$ cat src/timer_compare_unit_params.svh
// offsets, field positions and reset values of the compare unit
`ifndef TIMER_COMPARE_UNIT_PARAMS_SVH
`define TIMER_COMPARE_UNIT_PARAMS_SVH

// ============================================================
// register offsets on the 4-bit register port
`define TCU_OFF_CONTROL      4'h0
`define TCU_OFF_CMP_LOW      4'h1
`define TCU_OFF_CMP_HIGH     4'h2
`define TCU_OFF_IRQ_STATUS   4'h3
`define TCU_OFF_IRQ_MASK     4'h4
`define TCU_OFF_ROUTE_A      4'h5
`define TCU_OFF_LIVE         4'h6

// ============================================================
// module_control fields
`define TCU_MODE_MSB         3
`define TCU_MODE_LSB         0
`define TCU_DUTY_MSB         5
`define TCU_DUTY_LSB         4
`define TCU_ENH_MSB          7
`define TCU_ENH_LSB          6
// writable bits: standard module and enhanced module
`define TCU_CTRL_MASK_STD    8'h3F
`define TCU_CTRL_MASK_ENH    8'hFF
// control value that turns the unit off and forces the latch low
`define TCU_CTRL_OFF         8'h00

// ============================================================
// interrupt status and mask bit positions
`define TCU_IRQ_MATCH        0
`define TCU_IRQ_TRESET       1
`define TCU_IRQ_W            2

// ============================================================
// reset values
`define TCU_CTRL_RESET       8'h00
`define TCU_CMP_RESET        8'h00
`define TCU_IRQ_RESET        2'h0
`define TCU_ROUTE_RESET      1'b0
`define TCU_RDATA_IDLE       8'h00

`endif

$ cat src/tcu_pkg.sv
// types shared by the compare unit and its match detector
package tcu_pkg;

    typedef logic [7:0]  byte_t;
    typedef logic [15:0] count_t;

    // match_mode_field encodings of the compare functions
    typedef enum logic [3:0] {
        MODE_OFF     = 4'b0000,
        MODE_TOGGLE  = 4'b0010,
        MODE_SET     = 4'b1000,
        MODE_CLEAR   = 4'b1001,
        MODE_SW_IRQ  = 4'b1010,
        MODE_SPECIAL = 4'b1011
    } match_mode_t;

    // timer reset sequencing after a special event trigger
    typedef enum logic {
        TRIG_IDLE  = 1'b0,
        TRIG_ARMED = 1'b1
    } trig_state_t;

endpackage : tcu_pkg

$ cat src/timer_compare_unit.sv
// compare function of a capture/compare unit with register port
//
// The strobed register port and the register offsets were decided locally.
`timescale 1ns/10ps
`include "timer_compare_unit_params.svh"

module timer_compare_unit #(
    parameter bit ENHANCED = 1'b0
) (
    // clock and reset
    input  wire logic            i_clk,
    input  wire logic            i_resetn,
    // register port
    input  wire logic [3:0]      i_addr,
    input  wire tcu_pkg::byte_t  i_wdata,
    input  wire logic            i_wr,
    input  wire logic            i_rd,
    output tcu_pkg::byte_t       o_rdata,
    // shared timer and converter
    input  wire tcu_pkg::count_t i_timer_count,
    input  wire logic            i_timer_tick,
    input  wire logic            i_adc_enabled,
    output logic                 o_timer_reset,
    output logic                 o_adc_start,
    output logic                 o_special_trigger,
    // compare pin, two possible locations
    output logic [1:0]           o_pin_out,
    output logic [1:0]           o_pin_oe,
    // interrupt
    output logic                 o_irq
);
    import tcu_pkg::*;

    // ============================================================
    // register state
    byte_t                  module_control;
    byte_t                  compare_value_low;
    byte_t                  compare_value_high;
    logic [`TCU_IRQ_W-1:0]  irq_status;
    logic [`TCU_IRQ_W-1:0]  irq_mask;
    logic                   pin_route_select_a;
    logic                   compare_latch;
    trig_state_t            trig_state;

    // next values
    byte_t                  next_control;
    logic [`TCU_IRQ_W-1:0]  next_status;
    logic [`TCU_IRQ_W-1:0]  next_mask;
    logic                   next_route;
    logic                   next_latch;
    trig_state_t            next_trig;

    // decode and status wires
    logic                   wr_control;
    logic                   wr_cmp_low;
    logic                   wr_cmp_high;
    logic                   wr_status;
    logic                   wr_mask;
    logic                   wr_route;
    byte_t                  ctrl_mask;
    byte_t                  rd_mux;
    match_mode_t            match_mode_field;
    match_mode_t            next_mode;
    logic [1:0]             duty_low_bits;
    logic [1:0]             enhanced_output_config;
    logic                   pin_mode;
    logic                   next_pin_mode;
    logic                   compare_mode;
    logic                   special_mode;
    logic                   control_off;
    count_t                 compare_value;
    logic                   match_equal;
    logic                   match_event;
    logic                   special_event;
    logic                   timer_reset_fire;
    logic [`TCU_IRQ_W-1:0]  irq_set;
    logic [`TCU_IRQ_W-1:0]  irq_clear;

    // ============================================================
    // register write decode
    assign wr_control  = i_wr && (i_addr == `TCU_OFF_CONTROL);
    assign wr_cmp_low  = i_wr && (i_addr == `TCU_OFF_CMP_LOW);
    assign wr_cmp_high = i_wr && (i_addr == `TCU_OFF_CMP_HIGH);
    assign wr_status   = i_wr && (i_addr == `TCU_OFF_IRQ_STATUS);
    assign wr_mask     = i_wr && (i_addr == `TCU_OFF_IRQ_MASK);
    assign wr_route    = i_wr && (i_addr == `TCU_OFF_ROUTE_A);

    // ============================================================
    // control register fields
    // enhanced bits exist only on enhanced modules
    assign ctrl_mask = ENHANCED ? `TCU_CTRL_MASK_ENH : `TCU_CTRL_MASK_STD;
    assign next_control = wr_control ? (i_wdata & ctrl_mask)
                                     : module_control;

    // field views of the control register
    assign match_mode_field =
        match_mode_t'(module_control[`TCU_MODE_MSB:`TCU_MODE_LSB]);
    assign next_mode =
        match_mode_t'(next_control[`TCU_MODE_MSB:`TCU_MODE_LSB]);
    assign duty_low_bits =
        module_control[`TCU_DUTY_MSB:`TCU_DUTY_LSB];
    assign enhanced_output_config =
        module_control[`TCU_ENH_MSB:`TCU_ENH_LSB];

    assign pin_mode = (match_mode_field == MODE_SET)
                   || (match_mode_field == MODE_CLEAR)
                   || (match_mode_field == MODE_TOGGLE);
    assign next_pin_mode = (next_mode == MODE_SET)
                        || (next_mode == MODE_CLEAR)
                        || (next_mode == MODE_TOGGLE);

    // software interrupt and special trigger modes
    assign special_mode = (match_mode_field == MODE_SPECIAL);
    assign compare_mode = pin_mode || special_mode
                       || (match_mode_field == MODE_SW_IRQ);

    // all-zero control write turns the unit off
    assign control_off = wr_control && (i_wdata == `TCU_CTRL_OFF);

    // ============================================================
    // match detection
    // compare value is the high/low byte pair
    assign compare_value = {compare_value_high, compare_value_low};

    // equality against the shared timer, once per new match
    match_detect u_match (
        .i_clk     (i_clk),
        .i_resetn  (i_resetn),
        .i_enable  (compare_mode),
        .i_compare (compare_value),
        .i_count   (i_timer_count),
        .o_equal   (match_equal),
        .o_event   (match_event)
    );

    // special mode match starts the trigger sequence
    assign special_event = match_event && special_mode;

    // ============================================================
    // output latch next value
    // pin action selected by the mode field
    // latch moves on a match event or on an all-zero control write
    always_comb begin
        next_latch = compare_latch;
        if (control_off) begin
            // forced low, port data latch untouched
            next_latch = 1'b0;
        end else if (match_event) begin
            case (match_mode_field)
                MODE_SET: begin
                    next_latch = 1'b1;
                end
                MODE_CLEAR: begin
                    next_latch = 1'b0;
                end
                MODE_TOGGLE: begin
                    next_latch = !compare_latch;
                end
                default: begin
                    next_latch = compare_latch;
                end
            endcase
        end
    end

    // ============================================================
    // timer reset sequencing
    // a match that vanished before the tick cancels
    assign timer_reset_fire = (trig_state == TRIG_ARMED) && special_mode
                           && match_equal && i_timer_tick;

    // armed until the next timer tick or until the match goes away
    always_comb begin
        next_trig = trig_state;
        case (trig_state)
            TRIG_IDLE: begin
                if (special_event) begin
                    next_trig = TRIG_ARMED;
                end
            end
            TRIG_ARMED: begin
                // timer cleared on the next timer edge only
                if (!special_mode || !match_equal || i_timer_tick) begin
                    next_trig = TRIG_IDLE;
                end
            end
            default: begin
                next_trig = TRIG_IDLE;
            end
        endcase
    end

    // ============================================================
    // interrupt status and mask
    // every match in every compare mode raises the flag
    assign irq_set[`TCU_IRQ_MATCH]  = match_event;
    assign irq_set[`TCU_IRQ_TRESET] = timer_reset_fire;
    assign irq_clear = wr_status ? i_wdata[`TCU_IRQ_W-1:0]
                                 : `TCU_IRQ_RESET;
    // a set in the clearing cycle wins, so no event is lost
    assign next_status = (irq_status & ~irq_clear) | irq_set;
    assign next_mask   = wr_mask ? i_wdata[`TCU_IRQ_W-1:0] : irq_mask;

    // ============================================================
    // pin routing
    // route register picks the compare pin location
    assign next_route = wr_route ? i_wdata[0] : pin_route_select_a;

    // ============================================================
    // read data selection; unmapped offsets read zero
    always_comb begin
        rd_mux = `TCU_RDATA_IDLE;
        case (i_addr)
            `TCU_OFF_CONTROL: begin
                rd_mux = module_control;
            end
            `TCU_OFF_CMP_LOW: begin
                rd_mux = compare_value_low;
            end
            `TCU_OFF_CMP_HIGH: begin
                rd_mux = compare_value_high;
            end
            `TCU_OFF_IRQ_STATUS: begin
                rd_mux = {6'h00, irq_status};
            end
            `TCU_OFF_IRQ_MASK: begin
                rd_mux = {6'h00, irq_mask};
            end
            `TCU_OFF_ROUTE_A: begin
                rd_mux = {7'h00, pin_route_select_a};
            end
            `TCU_OFF_LIVE: begin
                rd_mux = {duty_low_bits, enhanced_output_config,
                          trig_state, match_equal, pin_mode,
                          compare_latch};
            end
            default: begin
                rd_mux = `TCU_RDATA_IDLE;
            end
        endcase
    end

    // ============================================================
    // software registers
    always_ff @(posedge i_clk) begin
        if (!i_resetn) begin
            module_control     <= `TCU_CTRL_RESET;
            pin_route_select_a <= `TCU_ROUTE_RESET;
            irq_mask           <= `TCU_IRQ_RESET;
        end else begin
            module_control     <= next_control;
            pin_route_select_a <= next_route;
            irq_mask           <= next_mask;
        end
    end

    // compare value bytes, written one at a time
    always_ff @(posedge i_clk) begin
        if (!i_resetn) begin
            compare_value_low  <= `TCU_CMP_RESET;
            compare_value_high <= `TCU_CMP_RESET;
        end else begin
            if (wr_cmp_low) begin
                compare_value_low <= i_wdata;
            end
            if (wr_cmp_high) begin
                compare_value_high <= i_wdata;
            end
        end
    end

    // ============================================================
    // block state: latch, trigger sequencer, interrupt status
    always_ff @(posedge i_clk) begin
        if (!i_resetn) begin
            compare_latch <= 1'b0;
            trig_state    <= TRIG_IDLE;
            irq_status    <= `TCU_IRQ_RESET;
        end else begin
            compare_latch <= next_latch;
            trig_state    <= next_trig;
            irq_status    <= next_status;
        end
    end

    // ============================================================
    // registered event outputs
    // trigger issued on the match itself, no overflow flag
    always_ff @(posedge i_clk) begin
        if (!i_resetn) begin
            o_special_trigger <= 1'b0;
            o_adc_start       <= 1'b0;
            o_timer_reset     <= 1'b0;
        end else begin
            o_special_trigger <= special_event;
            // conversion only when the converter is enabled
            o_adc_start       <= special_event && i_adc_enabled;
            o_timer_reset     <= timer_reset_fire;
        end
    end

    // level interrupt follows status and mask with no extra lag
    always_ff @(posedge i_clk) begin
        if (!i_resetn) begin
            o_irq <= 1'b0;
        end else begin
            o_irq <= |(next_status & next_mask);
        end
    end

    // registered read data, valid only the cycle after the strobe
    always_ff @(posedge i_clk) begin
        if (!i_resetn) begin
            o_rdata <= `TCU_RDATA_IDLE;
        end else begin
            o_rdata <= i_rd ? rd_mux : `TCU_RDATA_IDLE;
        end
    end

    // ============================================================
    // compare pin drivers, one per location
    // the port direction bit still gates the real pad
    genvar loc;
    generate
        for (loc = 0; loc < 2; loc = loc + 1) begin : g_pin
            logic selected;
            assign selected = (next_route == loc[0]);
            always_ff @(posedge i_clk) begin
                if (!i_resetn) begin
                    o_pin_out[loc] <= 1'b0;
                    o_pin_oe[loc]  <= 1'b0;
                end else begin
                    o_pin_out[loc] <= selected && next_latch;
                    // only pin action modes claim the pin
                    o_pin_oe[loc]  <= selected && next_pin_mode;
                end
            end
        end
    endgenerate

endmodule : timer_compare_unit

$ cat src/match_detect.sv
// 16-bit equality check with a one-cycle event on each new match
`timescale 1ns/10ps

module match_detect (
    // clock and reset
    input  wire logic           i_clk,
    input  wire logic           i_resetn,
    // compare inputs
    input  wire logic           i_enable,
    input  wire tcu_pkg::count_t i_compare,
    input  wire tcu_pkg::count_t i_count,
    // results
    output logic                o_equal,
    output logic                o_event
);
    import tcu_pkg::*;

    logic equal_q;

    // live equality, checked every cycle
    assign o_equal = (i_compare == i_count);

    // a match held over many cycles fires only once
    assign o_event = i_enable && o_equal && !equal_q;

    // remember the qualified equality of the last cycle
    always_ff @(posedge i_clk) begin
        if (!i_resetn) begin
            equal_q <= 1'b0;
        end else begin
            equal_q <= i_enable && o_equal;
        end
    end

endmodule : match_detect

$ cat config.mk
export PLATFORM = sky130hd
export DESIGN_NAME = timer_compare_unit
export DESIGN_NICKNAME = d
export VERILOG_FILES = /design/src/tcu_pkg.sv /design/src/timer_compare_unit.sv /design/src/match_detect.sv
export VERILOG_INCLUDE_DIRS = /design/src
export SDC_FILE = /design/constraint.sdc
export NUM_CORES = 1
export LEC_CHECK = 0
export BUFFER_PORTS_ARGS = -buffer_cell sky130_fd_sc_hd__buf_2
export CAP_MARGIN = 25
export CORE_UTILIZATION = 45
export DETAILED_ROUTE_END_ITERATION = 10
export PLACE_DENSITY = 0.76
export RECOVER_POWER = 100
export SLEW_MARGIN = 20
export SYNTH_ARGS = -nofsm -noshare
export SYNTH_HDL_FRONTEND = slang
export SYNTH_SLANG_ARGS = --single-unit
export TNS_END_PERCENT = 10
$ cat constraint.sdc
create_clock -name i_clk -period 1.38 [get_ports i_clk]
set_input_delay 0.138 -clock i_clk [delete_from_list [all_inputs] [get_ports i_clk]]
set_output_delay 0.138 -clock i_clk [all_outputs]
set_load 0.05 [all_outputs]
### After elaboration in Yosys (flattened, before gate mapping)

Cells that the tools add are included.
W data, S select, Z words.

* shift-type cells: 0
* muxes and demuxes: 11
* div/mod/pow operators: 0
* multiply operators: 0
* bitwise gates (word level): 6
* order comparisons: 0
* reduce and logical (&&, ||, !) cells: 34
* add/subtract/negate cells: 0
* equal/unequal tests: 15

Operators by type and width (number)
* $pmux W8 S7: 1
* $eq A4 B4 Y1 const B: 6
* $logic_and A1 B1 Y1: 18
* $eq A16 B16 Y1: 1
* $eq A4 B2 Y1 const B: 4
* $eq A4 B3 Y1 const B: 3
* $logic_not A8 Y1: 1
* $logic_or A1 B1 Y1: 8
* $mux W1: 5
* $and A2 B2 Y2: 2
* $eq A4 B1 Y1 const B: 1
* $logic_not A1 Y1: 4
* $logic_not A4 Y1: 1
* $mux W2: 2
* $mux W4: 1
* $pmux W1 S3: 1
* $not A1 Y1: 2
* $not A2 Y2: 1
* $or A2 B2 Y2: 1
* $pmux W1 S2: 1
* $reduce_and A2 Y1: 1
* $reduce_or A2 Y1: 1

* bits in writable memories: 0
* ROM bits: 0
* memories: 0
* bits of input ports: 34
* latch bits: 0
* register bits: 46
* word-level logic and storage cells: 85

### Depth between registers and ports, before layout

* word-level depth: 10
* gate-level depth with buffers: 6
* mapped depth without buffers: 5

### By module

From an unflattened synthesis, not the netlist that was laid out.

* cell total of the unflattened synthesis: 255
* area total of the unflattened synthesis: 2312.2 sq um

By module, submodules not included
* timer_compare_unit: area each 2099.5 sq um, instances 1, sequential area each 900.9 sq um, cells each 231
* match_detect: area each 212.7 sq um, instances 1, sequential area each 20.0 sq um, cells each 24

### Worst setup path before layout

OpenSTA, ideal clock, no wires.

* path kind: reg-to-reg
* from: register compare_value_low[0]
* to: register o_pin_out[0]
* data arrival time: 1.386 ns
* setup time: 0.115 ns
* setup slack: -0.121 ns
* buffers on the path: 0
* required time: 1.265 ns
* period minus slack after synthesis: 1.501 ns
* stages on the path, launching flop included: 6
* cell sequence: dfxtp_1 xnor2_1 nand4_1 nor4_4 nand2_1 a31o_1

* cells in the longest elaborated chain, start to end: 6

RTL lines
* start, declared: line timer_compare_unit.sv:37 `byte_t compare_value_low;`
* start signal, assigned: line timer_compare_unit.sv:260 `` compare_value_low <= `TCU_CMP_RESET; ``
* start signal, assigned: line timer_compare_unit.sv:264 `compare_value_low <= i_wdata;`
* $eq A16 B16 Y1: line match_detect.sv:21 `assign o_equal = (i_compare == i_count);`
* $logic_and A1 B1 Y1 (2 in a row): line match_detect.sv:24 `assign o_event = i_enable && o_equal && !equal_q;`
* $mux W1: line timer_compare_unit.sv:148 `end else if (match_event) begin`
* $mux W1: line timer_compare_unit.sv:145 `if (control_off) begin`
* $logic_and A1 B1 Y1: line timer_compare_unit.sv:333 `o_pin_out[loc] <= selected && next_latch;`
* end signal, assigned by index: line timer_compare_unit.sv:333
* end, declared: line timer_compare_unit.sv:27 `output logic [1:0] o_pin_out,`

Every way passes these cells.
A chain may end at the register's enable or synchronous reset.

### Final worst setup path

* from: register compare_value_high[5]
* to: register o_pin_out[1]

* cells in the longest elaborated chain, start to end: 6

RTL lines
* start, declared: line timer_compare_unit.sv:38 `byte_t compare_value_high;`
* start signal, assigned: line timer_compare_unit.sv:261 `` compare_value_high <= `TCU_CMP_RESET; ``
* start signal, assigned: line timer_compare_unit.sv:267 `compare_value_high <= i_wdata;`
* $eq A16 B16 Y1: line match_detect.sv:21
* $logic_and A1 B1 Y1 (2 in a row): line match_detect.sv:24
* $mux W1: line timer_compare_unit.sv:148
* $mux W1: line timer_compare_unit.sv:145
* $logic_and A1 B1 Y1: line timer_compare_unit.sv:333

Every way passes these cells.

==> qor.yml <==
layout:
  post-route-util_pct: 65.4
  num-nets-final: 396
  fin_cells: 430
  antenna_cells: 0
  drive_above_1_share_pct: 35.3
  fin_area_um2: 3110
  syn2layout_area_growth_pct: 38.6
routing:
  first_iter_violations: 171
  ant_nets: 0
  dr.pass1.iters: 5
  routedWlPerCell_um: 14.3
  post-route-drc-count: 0
  postRouteWirelength_um: 6130
  via_count: 2237
  viasPerCell: 5.20
clocking:
  clock_path_buffers: 2
  cts_tree: "yes"
  htree_levels: 2
  cts-root-buf: "clkbuf_8"
  path_clk_slew_ns: 0.09
  numCtsBuffers: 5
  cts_sinks: 46
  clk_latency_ns: 0.30
  hold_buffers: 0
placed_design:
  pre_cts_ws_ns: -0.213
  io_buffers: 49
  dp.cells: 421
  place_area_um2: 2980
  gp_congestion: 0.861
  dp_hpwl_um: 4630
power:
  sequentialPowerShare_pct: 53.3
  p_clk_share_pct: 34.2
  power_density_nw_per_um2: 810
  power_switching_uw: 628
  p_leak_nw: 1.37
  ir_worst_vdd_v: 0.000643
  p_int_mw: 1.89
  finalPower_mw: 2.52
  sw_frac_of_total_pct: 24.9
  comb_power_share_pct: 12.5
floorplanning:
  core_um2: 4750
  fp.dieH_um: 72.6
  num_rows: 25
  fp.dieArea_um2: 5270
  initial_core_util_pct: 47.2
  chipWidth_um: 72.6
  ios: 50
worst_setup_path:
  critPathKind: "flip-flop to flip-flop"
  cp_num_cells: 6
  r2r_cells: 6
  max_stage_delay_ns: 0.35
  rrSetupSlack_ns: -0.13
  path_cells: "xnor2_2 -> nand4_1 -> nor4_4 -> buf_6 -> nand2_1 -> o31ai_1"
  worstSetupEndpointType: "flip-flop"
  startpoint_type: "flip-flop"
  crit_buf_inv: 1
  crit_slowest_cell: "dfxtp_2"
  cpLargestDelayFamily: "simple AND/OR/NAND/NOR gates"
  critPathMaxFanout: 7
  worstPathRequired_ns: 1.60
  critPathArrivalTime_ns: 1.73
sta:
  fmax_mhz: 663
  setup_viol: 15
  setup_slack_ns: -0.127
  hold_viol: 0
  whs_ns: 0.0621
  tightestPinTransition_ns: 0.655
  rsz0062_at_grt: "true"
  period_minus_slack_ns: 1.51
  slew_headroom_pct: 56.2
  period_share_pct: 109
  skew_ns: 0.00929
  setup_tns_ns: -1.01
  slew_viol_final: 0
yosys:
  ys_ff_latch: 46
  postSynth.asyncResetShare_pct: 0
  synthMuxAreaShare_pct: 11.0
  synth_top_family_by_area: "simple AND/OR/NAND/NOR gates"
  yosys_warnings: 0
  synth_xor_area_share_pct: 6.63
  yosys.area_share.simple_pct: 24.2
  syn_avg_cell_area_um2: 8.80
  synth-edff-count: 0
  ys.flop_type: "dfxtp_1"
  synth_compound_area_share_pct: 13.1
  synth_fa_ha_area_share_pct: 0
  synth_area_um2: 2240
  syn_inst: 255
  ys_types: 50
  yosysSeqAreaShare_pct: 41.0
  syn_nets: 289
global_routing:
  grt_overflow: 0
  grt_pass1_wl_um: 9810
  grt_pass1_vias: 2072
  grt_max_degree: 26
  grt_usage_pct: 24.4
  antenna_found_initial: 0
run_status:
  outcome: "complete, but fails checks"
  violations: "setup timing"
job:
  maxCapViolCount: 0
min_path:
  hold_depth: 3
  hold_path_class: "primary input to flip-flop"
==> Yosys cell counts (5+ instances only) <==
library cell | instances | area, µm²
a21oi_1 | 18 | 90.1
nand3_1 | 7 | 35.0
xnor2_1 | 17 | 149
nor2_1 | 43 | 161
inv_1 | 10 | 37.5
a31oi_1 | 5 | 31.3
nand4_1 | 5 | 31.3
mux2i_1 | 18 | 180
nor3_1 | 7 | 35.0
clkbuf_1 | 5 | 18.8
nand2_1 | 13 | 48.8
dfxtp_1 | 46 | 921
==> worst min-delay path, stage by stage <==
cell and delay [ns]:
buf_2 0.10, inv_1 0.05, nor4_2 0.04
==> area by class of cell <==
cell class                      count  area, µm²
Sequential cell                    46        933
Clock inverter                      1       5.00
Fill cell                         384       1640
Multi-Input combinational cell    188       1290
Clock buffer                        7       86.3
Timing Repair Buffer              110        668
Tap cell                           67       83.8
Inverter                           11       41.3
==> power groups by stage <==
| stage | clock [mW] | combinational [mW] | sequential [mW] |
|---|---|---|---|
| CTS | 0.865 | 0.320 | 1.34 |
| global route | 0.917 | 0.340 | 1.34 |
| detailed placement | 0 | 0.311 | 1.37 |
| finish | 0.862 | 0.316 | 1.34 |
| floorplan | 0 | 0.137 | 1.38 |
| global placement | 0 | 0.305 | 1.37 |
==> cells by family (layout without fill, tap and decap cells) <==
kind of cell           after synthesis  in the layout
AO/OA/AOI/OAI                       45             45
flip-flops                          46             46
multiplexers                        23             23
AND/OR/NAND/NOR                    103            103
buffers and inverters               21            129
XOR/XNOR                            17             17
==> layer usage <==
layer	routed length (µm)	GRT usage, %	share of wire [%]	vias up
met5	0	0	0	-
met4	107	7.63	1.7	0
met3	390	5.66	6.4	11
met2	3010	40.2	49	87
met1	2630	31.6	43	1027
li1	-	-	-	1112
==> layout by cell type (no fill, tap or decap), drive strengths merged, types with 2 or more instances in the layout <==
cell type	count
a2bb2oi	3
nand3	9
clkinv	2
nor3	7
nand2b	3
nor3b	3
o211ai	2
nand4b	2
nand2	15
xnor2	17
a21oi	18
o2bb2ai	2
clkbuf	31
o21ai	4
inv	10
nor2	44
nor2b	3
buf	86
a22oi	3
nand4	5
and2b	2
mux2	4
mux2i	18
dfxtp	46
a31oi	5
nor4	4
==> flip-flops by register name, indices dropped and copies added, names as in the netlist <==
name,flops
compare_value_high,8
compare_value_low,8
o_rdata,8
module_control,6
irq_mask,2
irq_status,2
o_pin_oe,2
o_pin_out,2
compare_latch,1
o_adc_start,1
o_irq,1
o_special_trigger,1
o_timer_reset,1
pin_route_select_a,1
trig_state,1
u_match.equal_q,1
==> path summary, 6_finish.rpt <==
path,start,endpoint
setup / recovery,compare_value_high[5],o_pin_out[1]
hold / removal,i_adc_enabled,o_adc_start
setup reg to reg,compare_value_high[5],o_pin_out[1]
hold reg to reg,module_control[5],module_control[5]
==> timing repair <==
action,CTS,global route
resized for setup,21,3
setup buffers,1,0
pin swaps,17,6
setup endpoints to repair,16,16
cloned,0,0
Note: power is estimated with default switching activity, not from simulation.
